==> src/logic/adc_link_consts.svh <==
// Shared constants of the serial control byte link
`ifndef ADC_LINK_CONSTS_SVH
`define ADC_LINK_CONSTS_SVH
// Control byte field positions
`define CTRL_BITS 8
`define CTRL_START_BIT 7
`define CTRL_CH_HI 6
`define CTRL_CH_MID 5
`define CTRL_CH_LO 4
`define CTRL_SGL_BIT 2
`define CTRL_MODE_HI 1
`define CTRL_MODE_LO 0
// Power and clock mode codes
`define MODE_AUTO_PD 2'h0
`define MODE_RESERVED 2'h1
`define MODE_INT_CLK 2'h2
`define MODE_EXT_CLK 2'h3
// Bit counts inside a frame, and the result FIFO depth
`define RESULT_BITS 16
`define ACQ_CNT 3'h3
`define CTRL_LAST_CNT 3'h7
`define LSB_CNT 4'hF
`define FIRST_SAMPLE_IDX 6'h09
`define LAST_SAMPLE_IDX 6'h18
`define MIN_EXT_CLKS 25
`define MAX_FRAME_CLKS 32
`define FRAME_CLKS 32
`define FIFO_DEPTH 16
// Timing
`define MCLK_MHZ 100
`define INT_CONV_NS 8000
`define INT_CONV_CYC ((`INT_CONV_NS * `MCLK_MHZ) / 1000)
`define SCLK_HALF_NS 200
`define SCLK_HALF_CYC ((`SCLK_HALF_NS * `MCLK_MHZ + 999) / 1000)
`endif

==> src/logic/adc_link_pkg.sv <==
// Types shared by both ends of the serial control byte link
`include "adc_link_consts.svh"
package adc_link_pkg;
  typedef logic [2:0] chan_t;
  typedef logic [1:0] mode_t;
  typedef logic [`RESULT_BITS-1:0] code_t;
  typedef struct packed {
    chan_t pos;
    chan_t neg;
    logic com;
  } mux_sel_t;
  typedef enum logic [4:0] {
    ST_IDLE = 5'h01,
    ST_CTRL = 5'h02,
    ST_BUSY = 5'h04,
    ST_CONV = 5'h08,
    ST_DATA = 5'h10
  } dev_state_t;
  typedef enum logic [5:0] {
    H_IDLE = 6'h01,
    H_SETUP = 6'h02,
    H_CLOCK = 6'h04,
    H_WAIT = 6'h08,
    H_DONE = 6'h10,
    H_GAP = 6'h20
  } host_state_t;
endpackage : adc_link_pkg

==> src/logic/adc_link_if.sv <==
// Pin bundle between the converter end and the host end
`timescale 1ns/1ps
interface adc_link_if;
  logic serial_clock;
  logic cs_n;
  logic din;
  logic dout;
  logic dout_oe;
  logic busy;
  logic busy_oe;
  modport dev (
    input serial_clock,
    input cs_n,
    input din,
    output dout,
    output dout_oe,
    output busy,
    output busy_oe
  );
  modport host (
    output serial_clock,
    output cs_n,
    output din,
    input dout,
    input dout_oe,
    input busy,
    input busy_oe
  );
endinterface : adc_link_if

==> src/logic/adc_host_end.sv <==
// Host end: frame generator, serial clock divider and result FIFO
`timescale 1ns/1ps
`include "adc_link_consts.svh"
// Result FIFO in flops with valid/ready on both sides
module result_fifo #(
  parameter int unsigned WIDTH = `RESULT_BITS,
  parameter int unsigned DEPTH = `FIFO_DEPTH
) (
  input wire logic mclk,
  input wire logic nrst,
  input wire logic ce,
  input wire logic in_valid,
  output logic in_ready,
  input wire logic [WIDTH-1:0] in_data,
  output logic out_valid,
  input wire logic out_ready,
  output logic [WIDTH-1:0] out_data
);
  localparam int AW = $clog2(DEPTH);

  if (DEPTH < 2 || (DEPTH & (DEPTH - 1)) != 0) begin : g_bad_depth
    $error("DEPTH must be a power of two of at least 2");
  end

  logic [WIDTH-1:0] mem_q [DEPTH];
  logic [AW-1:0] wr_q;
  logic [AW-1:0] rd_q;
  logic [AW:0] cnt_q;
  logic push;
  logic pop;

  // Both sides refuse while frozen, so no handshake is lost with ce low
  assign in_ready = ce && (cnt_q != (AW+1)'(DEPTH));
  assign out_valid = ce && (cnt_q != '0);
  assign out_data = mem_q[rd_q];
  assign push = in_valid && in_ready;
  assign pop = out_valid && out_ready;

  // Storage writes only; pointers wrap naturally at the power of two
  always_ff @(posedge mclk) begin
    if (ce && push) begin
      mem_q[wr_q] <= in_data;
    end
  end

  always_ff @(posedge mclk or negedge nrst) begin
    if (!nrst) begin
      wr_q <= '0;
      rd_q <= '0;
      cnt_q <= '0;
    end else if (ce) begin
      wr_q <= wr_q + AW'(push);
      rd_q <= rd_q + AW'(pop);
      cnt_q <= cnt_q + (AW+1)'(push) - (AW+1)'(pop);
    end
  end
endmodule : result_fifo

module adc_host_end #(
  parameter int unsigned FRAME_CLKS = `FRAME_CLKS,
  parameter int unsigned HALF_CYC = `SCLK_HALF_CYC,
  parameter int unsigned FIFO_DEPTH = `FIFO_DEPTH
) (
  input wire logic mclk,
  input wire logic nrst,
  input wire logic ce,
  adc_link_if.host link,
  input wire logic cmd_valid,
  output logic cmd_ready,
  input wire adc_link_pkg::chan_t cmd_channel,
  input wire logic cmd_single,
  input wire adc_link_pkg::mode_t cmd_mode,
  output logic result_valid,
  input wire logic result_ready,
  output adc_link_pkg::code_t result_data,
  output logic frame_busy
);
  import adc_link_pkg::*;

  if (FRAME_CLKS < `MIN_EXT_CLKS || FRAME_CLKS > `MAX_FRAME_CLKS || HALF_CYC < 1 || HALF_CYC > 255) begin : g_bad
    $error("FRAME_CLKS must be 25..32 and HALF_CYC 1..255");
  end

  host_state_t state_q;
  logic [1:0] dout_s1_q;
  logic [1:0] busy_s1_q;
  logic dout_s;
  logic busy_s;
  logic sclk_q;
  logic cs_n_q;
  logic din_q;
  logic [7:0] half_q;
  logic [5:0] idx_q;
  logic [7:0] tx_q;
  code_t rx_q;
  logic push_q;
  logic frame_int_q;
  logic seen_low_q;
  logic eff_int_q;
  logic mode_set_q;
  mode_t sent_mode_q;
  logic fifo_ready;
  logic accept;
  mode_t safe_mode;
  logic [7:0] ctrl_byte;
  logic [5:0] last_idx;

  // Channel number to select bits, same weights for both mux modes
  always_comb begin
    if (cmd_mode == `MODE_RESERVED) begin
      safe_mode = eff_int_q ? `MODE_INT_CLK : `MODE_EXT_CLK;
    end else if (cmd_mode == `MODE_AUTO_PD && !mode_set_q) begin
      safe_mode = `MODE_EXT_CLK;
    end else begin
      safe_mode = cmd_mode;
    end
    ctrl_byte = {1'b1, cmd_channel[0], cmd_channel[2], cmd_channel[1], 1'b0, cmd_single, safe_mode};
    last_idx = frame_int_q ? 6'(`MIN_EXT_CLKS) : 6'(FRAME_CLKS);
  end

  assign accept = cmd_valid && cmd_ready;
  // New frames stall while the FIFO has no room for their result
  assign cmd_ready = ce && (state_q == H_IDLE) && fifo_ready;
  assign frame_busy = (state_q != H_IDLE);
  assign dout_s = dout_s1_q[1];
  assign busy_s = busy_s1_q[1];

  // Returned pins are asynchronous to mclk
  always_ff @(posedge mclk or negedge nrst) begin
    if (!nrst) begin
      dout_s1_q <= 2'h0;
      busy_s1_q <= 2'h0;
    end else if (ce) begin
      dout_s1_q <= {dout_s1_q[0], link.dout};
      busy_s1_q <= {busy_s1_q[0], link.busy};
    end
  end

  // Frame engine; clock idles low, din changes on falling edges
  always_ff @(posedge mclk or negedge nrst) begin
    if (!nrst) begin
      state_q <= H_IDLE;
      sclk_q <= 1'b0;
      cs_n_q <= 1'b1;
      din_q <= 1'b0;
      half_q <= 8'h00;
      idx_q <= 6'h00;
      tx_q <= 8'h00;
      rx_q <= '0;
      push_q <= 1'b0;
      frame_int_q <= 1'b0;
      seen_low_q <= 1'b0;
    end else if (ce) begin
      push_q <= 1'b0;
      case (state_q)
        H_IDLE: begin
          if (accept) begin
            tx_q <= {ctrl_byte[6:0], 1'b0};
            din_q <= ctrl_byte[7];
            cs_n_q <= 1'b0;
            frame_int_q <= eff_int_q;
            idx_q <= 6'h00;
            half_q <= 8'(HALF_CYC - 1);
            state_q <= H_SETUP;
          end
        end
        H_SETUP, H_GAP: begin
          if (half_q != 8'h00) begin
            half_q <= half_q - 8'h01;
          end else begin
            half_q <= 8'(HALF_CYC - 1);
            state_q <= (state_q == H_SETUP) ? H_CLOCK : H_IDLE;
          end
        end
        H_CLOCK: begin
          if (half_q != 8'h00) begin
            half_q <= half_q - 8'h01;
          end else begin
            half_q <= 8'(HALF_CYC - 1);
            if (!sclk_q) begin
              sclk_q <= 1'b1;
              idx_q <= idx_q + 6'h01;
              if (idx_q >= `FIRST_SAMPLE_IDX && idx_q <= `LAST_SAMPLE_IDX) begin
                rx_q <= {rx_q[`RESULT_BITS-2:0], dout_s};
              end
            end else begin
              sclk_q <= 1'b0;
              din_q <= tx_q[7];
              tx_q <= {tx_q[6:0], 1'b0};
              if (idx_q == 6'(`CTRL_BITS) && frame_int_q) begin
                seen_low_q <= 1'b0;
                state_q <= H_WAIT;
              end else if (idx_q == last_idx) begin
                state_q <= H_DONE;
              end
            end
          end
        end
        H_WAIT: begin
          if (!busy_s) begin
            seen_low_q <= 1'b1;
          end else if (seen_low_q) begin
            state_q <= H_CLOCK;
          end
        end
        H_DONE: begin
          cs_n_q <= 1'b1;
          push_q <= 1'b1;
          state_q <= H_GAP;
        end
        default: begin
          state_q <= H_IDLE;
        end
      endcase
    end
  end

  // Host copy of the device clock mode, which changes one frame late
  always_ff @(posedge mclk or negedge nrst) begin
    if (!nrst) begin
      eff_int_q <= 1'b0;
      mode_set_q <= 1'b0;
      sent_mode_q <= `MODE_EXT_CLK;
    end else if (ce) begin
      if (accept) begin
        sent_mode_q <= safe_mode;
        if (safe_mode[1]) begin
          mode_set_q <= 1'b1;
        end
      end
      if (state_q == H_DONE && sent_mode_q[1]) begin
        eff_int_q <= !sent_mode_q[0];
      end
    end
  end

  assign link.serial_clock = sclk_q;
  assign link.cs_n = cs_n_q;
  assign link.din = din_q;

  result_fifo #(
    .WIDTH(`RESULT_BITS),
    .DEPTH(FIFO_DEPTH)
  ) u_fifo (
    .mclk(mclk),
    .nrst(nrst),
    .ce(ce),
    .in_valid(push_q),
    .in_ready(fifo_ready),
    .in_data(rx_q),
    .out_valid(result_valid),
    .out_ready(result_ready),
    .out_data(result_data)
  );
endmodule : adc_host_end

==> src/flat_wrapper.sv <==
// flat-port wrapper written by rule: the top's interface ports become plain ports
module adc_host_end_flat import adc_link_pkg::*;
#(
  parameter int unsigned FRAME_CLKS = `FRAME_CLKS,
  parameter int unsigned HALF_CYC = `SCLK_HALF_CYC,
  parameter int unsigned FIFO_DEPTH = `FIFO_DEPTH
)
  (mclk, nrst, ce, cmd_valid, cmd_ready, cmd_channel, cmd_single, cmd_mode, result_valid, result_ready, result_data, frame_busy, link_serial_clock, link_cs_n, link_din, link_dout, link_dout_oe, link_busy, link_busy_oe);
  adc_link_if link_i ();
  input wire logic mclk;
  input wire logic nrst;
  input wire logic ce;
  input wire logic cmd_valid;
  output logic cmd_ready;
  input wire adc_link_pkg::chan_t cmd_channel;
  input wire logic cmd_single;
  input wire adc_link_pkg::mode_t cmd_mode;
  output logic result_valid;
  input wire logic result_ready;
  output adc_link_pkg::code_t result_data;
  output logic frame_busy;
  output wire logic [$bits(link_i.serial_clock)-1:0] link_serial_clock;
  output wire logic [$bits(link_i.cs_n)-1:0] link_cs_n;
  output wire logic [$bits(link_i.din)-1:0] link_din;
  input wire logic [$bits(link_i.dout)-1:0] link_dout;
  input wire logic [$bits(link_i.dout_oe)-1:0] link_dout_oe;
  input wire logic [$bits(link_i.busy)-1:0] link_busy;
  input wire logic [$bits(link_i.busy_oe)-1:0] link_busy_oe;
  assign link_serial_clock = link_i.serial_clock;
  assign link_cs_n = link_i.cs_n;
  assign link_din = link_i.din;
  assign link_i.dout = link_dout;
  assign link_i.dout_oe = link_dout_oe;
  assign link_i.busy = link_busy;
  assign link_i.busy_oe = link_busy_oe;
  adc_host_end #(.FRAME_CLKS(FRAME_CLKS), .HALF_CYC(HALF_CYC), .FIFO_DEPTH(FIFO_DEPTH)) u_core (.mclk(mclk), .nrst(nrst), .ce(ce), .link(link_i), .cmd_valid(cmd_valid), .cmd_ready(cmd_ready), .cmd_channel(cmd_channel), .cmd_single(cmd_single), .cmd_mode(cmd_mode), .result_valid(result_valid), .result_ready(result_ready), .result_data(result_data), .frame_busy(frame_busy));
endmodule
==> config.mk <==
export PLATFORM = sky130hd
export DESIGN_NAME = adc_host_end_flat
export DESIGN_NICKNAME = d
export VERILOG_FILES = /design/src/logic/adc_link_pkg.sv /design/src/logic/adc_link_if.sv /design/src/logic/adc_host_end.sv /design/src/flat_wrapper.sv
export VERILOG_INCLUDE_DIRS = /design/src /design/src/logic
export SDC_FILE = /design/constraint.sdc
export NUM_CORES = 1
export LEC_CHECK = 0
export BUFFER_PORTS_ARGS = -buffer_cell sky130_fd_sc_hd__clkbuf_2
export CAP_MARGIN = 20
export CELL_PAD_IN_SITES_DETAIL_PLACEMENT = 1
export CELL_PAD_IN_SITES_GLOBAL_PLACEMENT = 2
export CORE_UTILIZATION = 33
export CTS_CLUSTER_SIZE = 10
export DETAILED_ROUTE_END_ITERATION = 7
export PLACE_DENSITY_LB_ADDON = 0.1
export SYNTH_ARGS = -nofsm -noshare
export SYNTH_HDL_FRONTEND = slang
export SYNTH_SLANG_ARGS = --single-unit
==> constraint.sdc <==
create_clock -name mclk -period 4.3 [get_ports mclk]
set_clock_uncertainty 0.1 [all_clocks]
set_input_delay 0 -clock mclk [delete_from_list [all_inputs] [get_ports mclk]]
set_output_delay 0 -clock mclk [all_outputs]
set_load 0.01 [all_outputs]
==> impl_metrics.py, run 1 <==
metrics = {
    "drt": {
        "drc_errors": 0,
        "wl_per_cell_um": 23.7,
        "vias_per_cell": 5.12,
        "final_antenna_net_count": 0,
        "wl_met1_um": 13700,
        "vias": 7043,
        "wl_met3_um": 1060,
        "top_layer": "met4",
        "dr.pass1.iters": 4,
        "met2WireLength_um": 17000,
        "wirelength_um": 32600,
        "drt_iter0_drc": 290,
    },
    "cts": {
        "cts_tree": "built",
        "postCtsResizedCells": 0,
        "cts_root_buffer": "clkbuf_16",
        "cts_buffer_depth": 3,
        "htree_levels": 2,
        "cts.sinks": 326,
        "post_cts_buffers": 0,
        "insertion_delay_ns": 0.54,
        "cts_buffers": 39,
        "cts.reportedPaths.clkPinSlew_ns": 0.06,
    },
    "sta": {
        "period_minus_slack_ns": 3.26,
        "slew_viol_final": 0,
        "finalCritPeriodShare_pct": 75.7,
        "finalSetupViolCount": 0,
        "hold_violations": 0,
        "finalSetupTns_ns": 0,
        "tightestPinTransition_ns": 0.730,
        "fmax_mhz": 307,
        "rsz0062_at_grt": "false",
        "maxSlewHeadroom_pct": 50.6,
    },
    "yosys": {
        "netlist_area_um2": 13500,
        "async_flop_share_pct": 21.5,
        "synth_flop_cell": "edfxtp_1",
        "synth_edf_count": 256,
        "synth_cell_types": 81,
        "yosysWarnings": 0,
        "synth-seq-cells": 326,
        "syn_nets": 775,
        "synthCells": 743,
        "synth_top_cell_by_area": "edfxtp_1",
        "ys_top_cells_by_area": "edfxtp_1, mux4_2, dfrtp_1, mux2_2, ha_1",
        "synth.top_cell.area_share_pct": 56.9,
        "synth_seq_area_share_pct": 70.0,
        "avgSynthCellArea_um2": 18.2,
    },
    "floorplanning": {
        "die_area_um2": 41700,
        "ioPinCount": 37,
        "rows": 73,
        "die_y_um": 204,
        "die-width_um": 204,
        "initial_core_util_pct": 33.7,
        "core-area_um2": 40000,
    },
    "min_path": {
        "hold_class": "in2reg",
    },
    "run": {
        "drv_cap": 0,
    },
    "cells_and_area": {
        "fillers": 3917,
        "final_cell_mix": "edfxtp_1, mux4_2, dfrtp_1",
        "final_nets": 854,
        "final_cells": 1376,
        "fin_util_pct": 39.3,
        "final_area_um2": 15700,
        "diodes": 0,
        "layout-drive-gt1-share_pct": 30.3,
        "final_common_cell": "edfxtp_1",
        "syn2layout_area_growth_pct": 16.4,
    },
    "grt": {
        "grt-ovfl-total": 0,
        "grt.total_usage_pct": 16.4,
        "grt_max_degree": 63,
        "grt_pass1_wl_um": 49900,
        "grt_pass1_vias": 7941,
        "antenna_found_initial": 0,
    },
    "power_and_ir_drop": {
        "p_per_area_nw_per_um2": 516,
        "leakage_nw": 6.15,
        "vdd_drop_max_mv": 0.326,
    },
    "placement": {
        "dpl_cell_area_um2": 14400,
        "hpwlAfterDp_um": 19300,
        "place.gp.congestion": 0.726,
        "placedCellCount": 1289,
        "portBuffers": 34,
    },
    "critical_path": {
        "cp-start-kind": "flip-flop",
        "slowest_stage": "or4bb_1",
        "cp-end-kind": "flip-flop",
        "crit_family": "adder cells",
        "cp_max_fo": 5,
        "worstPathArrival_ns": 3.57,
        "path_buf_inv": 3,
        "cp.required_ns": 4.62,
        "crit_chain": "inv_1 -> ha_1 -> or4bb_1 -> and3_1 -> inv_1 -> ha_1 -> inv_1 -> ha_1 -> fa_1 -> a21oi_1 -> o21bai_1 -> xnor2_1 -> nand2_1 -> xnor2_1",
        "reg2reg_slack_ns": 1.04,
        "max_stage_delay_ns": 0.55,
        "path_class": "reg2reg",
    },
    "status": {
        "outcome": "finished clean",
    },
}
through the flow:
stage / setup WS [ns] / hold slack, ns / total power [W]
after detailed placement: 1.03 / -0.114 / 0.00526
after floorplan: 1.12 / -0.396 / 0.00482
after CTS: 1.00 / 0.126 / 0.00827
after global routing: 0.770 / 0.144 / 0.00851
final: 1.04 / 0.150 / 0.00811
after global placement: 1.06 / -0.116 / 0.00521
logic make-up after synthesis:
kind of cell	Yosys count	synth area share [%]
compound gates	84	4.30
fa+ha+maj	17	1.63
simple gates	136	5.64
flops	326	70.0
xor+xnor	11	0.714
mux	112	16.0
buf+inv	57	1.74
per-layer routing:
metal	up-vias	global-route usage, %
li1	3122	-
met1	3749	20.3
met2	114	29.0
met3	58	3.13
met4	0	4.96
met5	-	0
final cells by class:
type,count,area (µm²),area share [%]
well taps,525,657,4.18
repair buffers,75,546,3.47
clock buffers,67,1100,7.01
flip-flops and latches,326,9450,60.1
clock inverters,3,17.5,0.111
multi-input cells,360,3870,24.6
inverters,20,75.1,0.478
sequential cells by signal, indices dropped and copies added (netlist names), 2 cells and up:
register and flops:
u_core.half_q 8, u_core.rx_q 16, u_core.dout_s1_q 2, u_core.state_q 6, u_core.tx_q 7, u_core.u_fifo.rd_q 4, u_core.sent_mode_q 2, u_core.busy_s1_q 2
u_core.u_fifo.cnt_q 5, u_core.u_fifo.wr_q 4, u_core.u_fifo.mem_q 256, u_core.idx_q 6
worst paths after layout:
check,startpoint,endpoint,cells past startpoint
max,u_core.u_fifo.cnt_q[3],u_core.u_fifo.cnt_q[4],14
min,link_busy,u_core.busy_s1_q[0],3
max reg2reg,u_core.u_fifo.cnt_q[3],u_core.u_fifo.cnt_q[4],14
min reg2reg,u_core.push_q,u_core.push_q,1
max in group asynchronous,nrst,u_core.u_fifo.rd_q[0],4
min in group asynchronous,nrst,u_core.tx_q[5],4
worst min-delay path, cell delays in order:
cell           delay (ns)
dlygate4sd3_1        0.53
clkbuf_2             0.09
mux2_2               0.13
repair_timing:
action,in CTS,in global routing
hold buffers,17,0
hold endpoints to repair,91,0
setup endpoints to repair,0,0
where the power goes:
group | total [W] | leakage, nW | switching, W | internal [W]
combinational | 0.00145 | 1.74 | 0.000804 | 0.000643
sequential | 0.00373 | 3.88 | 0.000217 | 0.00351
clock | 0.00293 | 0.536 | 0.00120 | 0.00173
total | 0.00811 | 6.15 | 0.00222 | 0.00588
cell usage after synthesis (4+ instances only):
cell type,instances
xnor2_1,9
buf_2,12
nor2_1,29
nand2b_1,7
nand2_1,37
mux4_2,80
ha_1,16
nand3_1,8
edfxtp_1,256
and3_1,6
a21o_1,7
clkbuf_1,20
dfrtp_1,66
o31ai_1,4
o21ai_0,20
inv_1,19
a31oi_1,6
a21oi_1,14
nor3_1,8
mux2_2,28
dfstp_2,4
No activity file was read; power rests on OpenSTA's default activity.
==> inputs of run 2 (changes only) <==
--- a/config.mk
+++ b/config.mk
@@ -6,6 +6,7 @@
 export SDC_FILE = /design/constraint.sdc
 export NUM_CORES = 1
 export LEC_CHECK = 0
+export ABC_AREA = 1
 export BUFFER_PORTS_ARGS = -buffer_cell sky130_fd_sc_hd__clkbuf_2
 export CAP_MARGIN = 20
 export CELL_PAD_IN_SITES_DETAIL_PLACEMENT = 1
==> constraint.sdc (replaced) <==
create_clock -name mclk -period 3.2 [get_ports mclk]
set_clock_uncertainty 0.1 [all_clocks]
set_input_delay 0 -clock mclk [delete_from_list [all_inputs] [get_ports mclk]]
set_output_delay 0 -clock mclk [all_outputs]
set_load 0.01 [all_outputs]
==> run 2 against run 1 <==
Effect of this change: the flow now finishes with violations (DRC); first-iteration DRC count increased by 27%; via count increased by 29%; utilization increased by 0.14 points; cell count increased by 32%; synthesized cell count increased by 60%; maximum frequency increased by 14%; hold slack improved by 0.058 ns.
==> impl_metrics.py, run 2 <==
metrics = {
    "status": {
        "outcome": "finished, violations left",
        "violations": "DRC",
    },
    "drt": {
        "top_layer": "met4",
        "drc_errors": 2,
        "wl_met3_um": 1350,
        "wirelength_um": 37100,
        "dr.pass1.iters": 6,
        "drt_iter0_drc": 367,
        "met2WireLength_um": 18500,
        "wl_per_cell_um": 20.4,
        "final_antenna_net_count": 0,
        "vias_per_cell": 5.01,
        "wl_met1_um": 16500,
        "vias": 9100,
    },
    "yosys": {
        "synthSimpleGateAreaFrac_pct": 14.3,
        "synth.most_common_cell": "edfxtp_1",
        "synth_xor_area_share_pct": 0.698,
        "yosysWarnings": 0,
        "netlist_area_um2": 13800,
        "synthAdderAreaFrac_pct": 1.60,
        "synth_compound_area_share_pct": 11.1,
        "synthCells": 1192,
        "synth_flop_cell": "edfxtp_1",
        "syn_nets": 1224,
        "avgSynthCellArea_um2": 11.6,
        "ys_top_cells_by_area": "edfxtp_1, dfrtp_1, nor2_1, o21ai_0, nand2_1",
        "async_flop_share_pct": 21.5,
        "synth_seq_area_share_pct": 68.4,
        "synthMuxAreaShare_pct": 0.290,
        "ys_top_cells_by_count": "edfxtp_1, nor2_1, nand2_1",
        "synth_top_family_by_area": "simple AND/OR/NAND/NOR gates",
        "synth-seq-cells": 326,
        "synth_cell_types": 39,
        "synth.top_cell.area_share_pct": 55.7,
        "synth_edf_count": 256,
        "synth_top_cell_by_area": "edfxtp_1",
    },
    "cells_and_area": {
        "syn2layout_area_growth_pct": 17.2,
        "final_common_cell": "edfxtp_1",
        "diodes": 0,
        "final-seq-area_um2": 9450,
        "largest_register_ffs": 256,
        "top_register": "u_core.u_fifo.mem_q",
        "final_cell_mix": "edfxtp_1, nor2_1, nand2_1",
        "layout-drive-gt1-share_pct": 13.1,
        "final_nets": 1292,
        "final_cells": 1818,
        "fillers": 4387,
        "reg_top3": "u_core.u_fifo.mem_q x256, u_core.rx_q x16, u_core.half_q x8",
        "multi_input_area_um2": 3900,
    },
    "power_and_ir_drop": {
        "comb_power_share_pct": 31.5,
        "power.switching_w": 0.00481,
        "vdd_drop_max_mv": 0.395,
        "p_int_w": 0.00874,
        "clockPowerShare_pct": 31.5,
        "leakage_nw": 6.33,
        "total_power_w": 0.0135,
        "p_per_area_nw_per_um2": 838,
        "switching_share_pct": 35.5,
        "seq_power_share_pct": 37.1,
    },
    "sta": {
        "fmax_mhz": 350,
        "hold_violations": 0,
        "rsz0062_at_grt": "false",
        "tightestPinTransition_ns": 0.840,
        "period_minus_slack_ns": 2.86,
        "maxSlewHeadroom_pct": 44.0,
        "finalSetupTns_ns": 0,
        "finalSetupViolCount": 0,
        "finalCritPeriodShare_pct": 89.3,
        "slew_viol_final": 0,
    },
    "cts": {
        "cts_buffers": 40,
        "insertion_delay_ns": 0.55,
        "cts_root_buffer": "clkbuf_16",
        "cts_buffer_depth": 3,
        "postCtsResizedCells": 0,
        "cts.reportedPaths.clkPinSlew_ns": 0.06,
        "htree_levels": 2,
        "cts.sinks": 326,
        "cts_tree": "built",
    },
    "grt": {
        "grt_pass1_wl_um": 57400,
        "grt.total_usage_pct": 18.1,
        "grt_pass1_vias": 9597,
        "grt_max_degree": 130,
        "grt-ovfl-total": 0,
        "antenna_found_initial": 0,
    },
    "critical_path": {
        "cp_max_fo": 3,
        "cp-end-kind": "flip-flop",
        "cp-start-kind": "flip-flop",
        "worstPathArrival_ns": 3.19,
        "reg2reg_slack_ns": 0.34,
        "reg2reg_to": "u_core.u_fifo.cnt_q[4]",
        "path_class": "reg2reg",
        "ff2ff_path_depth": 17,
        "critPathCapture": "u_core.u_fifo.cnt_q[4]",
        "cp.required_ns": 3.53,
        "startpoint": "u_core.u_fifo.cnt_q[2]",
        "reg2reg_from": "u_core.u_fifo.cnt_q[2]",
    },
    "floorplanning": {
        "initial_core_util_pct": 33.6,
        "ioPinCount": 37,
        "die_area_um2": 42600,
        "die_y_um": 206,
        "die-width_um": 206,
        "core-area_um2": 41000,
        "rows": 74,
    },
    "run": {
        "drv_cap": 0,
    },
    "min_path": {
        "hold_class": "in2reg",
        "min_from": "cmd_channel[1]",
    },
    "placement": {
        "portBuffers": 34,
        "placedCellCount": 1730,
        "hpwlAfterDp_um": 21300,
        "place.gp.congestion": 0.707,
    },
}
-- run 2: cell count changes after synthesis, sizes merged, moves of 10 or more --
cell / change
mux4: -80
clkbuf: +16
nor2: +174
o21ai: +138
o22ai: +16
mux2: -31
o221ai: +27
nand3: +51
inv: +37
nand2: +140
o211ai: +33
nand4: +10
-- run 2: cells by family (layout without fill, tap and decap cells) --
| group | count (synthesis) | in the layout |
|---|---|---|
| compound gates | 255 | 255 |
| xor+xnor | 11 | 11 |
| fa+ha+maj | 17 | 17 |
| buf+inv | 120 | 214 |
| flops | 326 | 326 |
| mux | 4 | 4 |
| simple gates | 459 | 459 |
-- run 2: worst min path at each step --
| stage | endpoint | cells past startpoint | slack, ns |
|---|---|---|---|
| 6_report | u_core.tx_q[5] | 4 | 0.21 |
| 5_1_grt | u_core.tx_q[5] | 4 | 0.22 |
| 4_1_cts | u_core.tx_q[5] | 2 | 0.09 |
| 3_5_place_dp | u_core.dout_s1_q[0] | 3 | 0.11 |
| 3_3_place_gp | u_core.dout_s1_q[0] | 3 | 0.10 |
| 2_1_floorplan | u_core.busy_s1_q[0] | 0 | -0.40 |
-- run 2: metrics by stage --
stage / instance area [µm²] / hold slack (ns) / setup slack, ns / utilization, %
4_1_cts: 16100 / 0.0940 / 0.303 / 39.3
3_5_place_dp: 14700 / 0.112 / 0.316 / 35.9
3_3_place_gp: 14700 / 0.103 / 0.327 / 35.9
2_1_floorplan: 13800 / -0.396 / 0.422 / -
6_report: 16200 / 0.208 / 0.343 / 39.4
5_1_grt: 16200 / 0.218 / 0.0675 / 39.4
-- run 2: critical path, stage by stage (launching register included) --
cell     delay (ns)
dfrtp_1        0.35
inv_1          0.08
ha_1           0.22
nand3_1        0.12
nand2_1        0.14
nor2_1         0.17
inv_1          0.06
ha_1           0.27
inv_1          0.04
ha_1           0.22
fa_1           0.41
nand2_1        0.10
a21oi_1        0.06
nor2_1         0.12
nand2_1        0.06
nand2_1        0.05
nor2_1         0.04
xor2_1         0.13
-- run 2: power by group through the flow --
stage | registers, W | clock network (W) | logic (W)
floorplan | 0.00501 | 0 | 0.00294
detailed placement | 0.00511 | 0 | 0.00436
global route | 0.00506 | 0.00456 | 0.00489
finish | 0.00502 | 0.00426 | 0.00426
CTS | 0.00503 | 0.00439 | 0.00441
global placement | 0.00510 | 0 | 0.00434
-- run 2: per-layer routing --
metal  track usage (%)  vias up
met1              23.1     4548
met5                 0        -
li1                  -     4377
met4              4.83        0
met2              31.7      126
met3              2.92       49
-- run 2: layout make-up --
| cell class | count | area share [%] |
|---|---|---|
| clock buffers | 60 | 6.79 |
| clock inverters | 8 | 0.720 |
| inverters | 59 | 1.39 |
| multi-input cells | 746 | 24.1 |
| flip-flops and latches | 326 | 58.4 |
| well taps | 532 | 4.12 |
| repair buffers | 87 | 4.41 |
-- run 2: repair_timing --
action | 4_1_cts | 5_1_grt
hold endpoints to repair | 104 | 7
hold buffers | 18 | 1
buffers inserted | 0 | 0
==> inputs of run 3 (changes only) <==
--- a/config.mk
+++ b/config.mk
@@ -11,10 +11,12 @@
 export CAP_MARGIN = 20
 export CELL_PAD_IN_SITES_DETAIL_PLACEMENT = 1
 export CELL_PAD_IN_SITES_GLOBAL_PLACEMENT = 2
+export CORE_MARGIN = 2
 export CORE_UTILIZATION = 33
 export CTS_CLUSTER_SIZE = 10
 export DETAILED_ROUTE_END_ITERATION = 7
 export PLACE_DENSITY_LB_ADDON = 0.1
+export RECOVER_POWER = 100
 export SYNTH_ARGS = -nofsm -noshare
 export SYNTH_HDL_FRONTEND = slang
 export SYNTH_SLANG_ARGS = --single-unit
==> run 3 against run 2 <==
Effect of this change: the run ends with capacitance limit, slew limit left; global-route usage is 0.083 points lower; critical endpoint is now result_data[14]; first-iteration DRC count grew 27%; critical path type is now reg2out; die area rose by 1.9%.
==> impl_metrics.py, run 3 (synthesized netlist as in run 2, its figures left out) <==
metrics = {
    "cells_and_area": {
        "top_register": "u_core.u_fifo.mem_q",
        "final_area_um2": 15900,
        "final_common_cell": "edfxtp_1",
        "reg_top3": "u_core.u_fifo.mem_q x256, u_core.rx_q x16, u_core.half_q x8",
        "final_cells": 1821,
        "final-seq-area_um2": 9450,
        "multi_input_area_um2": 3820,
        "syn2layout_area_growth_pct": 15.2,
        "diodes": 0,
        "layout-drive-gt1-share_pct": 10.1,
        "final_nets": 1294,
        "fillers": 4425,
        "final_cell_mix": "edfxtp_1, nor2_1, nand2_1",
        "largest_register_ffs": 256,
    },
    "critical_path": {
        "ff2ff_path_depth": 16,
        "reg2reg_to": "u_core.u_fifo.cnt_q[4]",
        "max_stage_delay_ns": 0.69,
        "worstPathArrival_ns": 2.78,
        "cp-start-kind": "flip-flop",
        "crit_chain": "buf_4 -> o21ai_0 -> o221ai_1 -> nand3_1 -> nand2_1 -> clkbuf_1",
        "path_class": "reg2out",
        "reg2reg_slack_ns": 0.37,
        "cp-end-kind": "primary output",
        "reg2reg_from": "u_core.u_fifo.cnt_q[2]",
        "cp_max_fo": 81,
        "slowest_stage": "buf_4",
        "cp.required_ns": 3.10,
    },
    "drt": {
        "wl_per_cell_um": 21.2,
        "dr.pass1.iters": 5,
        "final_antenna_net_count": 0,
        "drt_iter0_drc": 465,
        "wirelength_um": 38600,
        "vias_per_cell": 5.05,
        "drc_errors": 0,
        "vias": 9198,
    },
    "cts": {
        "postCtsResizedCells": 0,
        "cts.reportedPaths.clkPinSlew_ns": 0.06,
        "cts_root_buffer": "clkbuf_16",
        "insertion_delay_ns": 0.57,
        "cts_buffers": 40,
        "cts_buffer_depth": 3,
        "cts_tree": "built",
        "cts.sinks": 326,
        "htree_levels": 2,
    },
    "sta": {
        "slew_viol_final": 58,
        "finalSetupTns_ns": 0,
        "finalSetupViolCount": 0,
        "hold_violations": 0,
        "maxSlewHeadroom_pct": -3.48,
        "rsz0062_at_grt": "false",
        "finalCritPeriodShare_pct": 89.9,
        "period_minus_slack_ns": 2.88,
        "fmax_mhz": 348,
        "tightestPinTransition_ns": 1.55,
    },
    "min_path": {
        "hold_class": "in2reg",
        "min_from": "cmd_channel[1]",
        "worstHoldEndpoint": "u_core.tx_q[5]",
        "hold_depth": 4,
    },
    "status": {
        "outcome": "finished, violations left",
        "violations": "capacitance limit, slew limit",
    },
    "placement": {
        "hpwlAfterDp_um": 22600,
        "portBuffers": 34,
        "dpl_cell_area_um2": 14700,
        "place.gp.congestion": 0.707,
        "placedCellCount": 1734,
    },
    "grt": {
        "grt_max_degree": 85,
        "grt-ovfl-total": 0,
        "grt.total_usage_pct": 18.1,
        "grt_pass1_vias": 9723,
        "grt_pass1_wl_um": 59400,
        "antenna_found_initial": 0,
    },
    "floorplanning": {
        "die_area_um2": 43500,
        "core-area_um2": 41000,
        "rows": 74,
        "initial_core_util_pct": 33.6,
        "die_y_um": 208,
        "die-width_um": 208,
        "ioPinCount": 37,
    },
    "power_and_ir_drop": {
        "vdd_drop_max_mv": 0.378,
        "leakage_nw": 6.14,
        "p_per_area_nw_per_um2": 841,
    },
    "run": {
        "drv_cap": 1,
    },
}
-- run 3: cell count changes in the layout (fill, tap and decap cells not counted), moves of 3 or more --
| cell | delta |
|---|---|
| nand2_4 | -3 |
| o21ai_2 | -5 |
| buf_4 | -14 |
| nor2_1 | +3 |
| clkbuf_1 | +28 |
| clkbuf_2 | -5 |
| nand2_1 | +5 |
| buf_12 | -5 |
| o21ai_1 | -7 |
| o21ai_0 | +12 |
-- run 3: power by group --
part | leakage, nW | switching [W] | internal [W]
registers | 3.41 | 0.000221 | 0.00478
clock network | 0.569 | 0.00176 | 0.00240
logic | 2.16 | 0.00292 | 0.00130
total | 6.14 | 0.00490 | 0.00848
-- run 3: area by class of cell --
cell class	count	share of cell area (%)
Sequential cell	326	59.4
Multi-Input combinational cell	746	24.1
Clock buffer	62	7.01
Tap cell	532	4.19
Timing Repair Buffer	89	3.49
Inverter	59	1.41
Clock inverter	7	0.433
-- run 3: stage by stage --
step / util [%] / power, W / worst slack [ns] / hold slack, ns
after CTS: 39.2 / 0.0138 / 0.246 / 0.00636
after global placement: 35.9 / 0.00951 / 0.324 / 0.0545
final: 38.8 / 0.0134 / 0.324 / 0.194
after detailed placement: 35.9 / 0.00954 / 0.322 / 0.0605
after global routing: 38.8 / 0.0143 / 0.0614 / 0.210
after floorplan: - / 0.00796 / 0.422 / -0.396
-- run 3: worst max path at each step --
stage	startpoint	to	slack (ns)	depth (start not counted)
finish	u_core.u_fifo.rd_q[0]	result_data[14]	0.32	6
global route	u_core.u_fifo.rd_q[0]	result_data[14]	0.06	6
CTS	u_core.u_fifo.rd_q[0]	result_data[5]	0.25	6
detailed placement	u_core.u_fifo.cnt_q[3]	u_core.u_fifo.cnt_q[4]	0.32	17
global placement	u_core.u_fifo.cnt_q[3]	u_core.u_fifo.cnt_q[4]	0.32	17
floorplan	u_core.u_fifo.cnt_q[3]	u_core.u_fifo.cnt_q[4]	0.42	17
-- run 3: repair_timing --
item | CTS | global route
setup endpoints to repair | 0 | 0
endpoints found under the hold margin | 83 | 0
hold buffers | 18 | 0
buffers inserted | 0 | 0
-- run 3: worst max-delay path: cells and delay by family (launching register included) --
family	cells	cell delay, ns
compound gates	2	0.46
flops	1	0.56
buf+inv	2	0.85
simple gates	2	0.29
-- run 3: metal layers --
layer | GRT usage, % | part of all wire, % | up-vias
met3 | 2.99 | 3.0 | 32
met4 | 3.80 | 1.3 | 0
li1 | - | - | 4389
met1 | 24.7 | 47 | 4664
met5 | 0 | 0 | -
met2 | 30.3 | 49 | 113
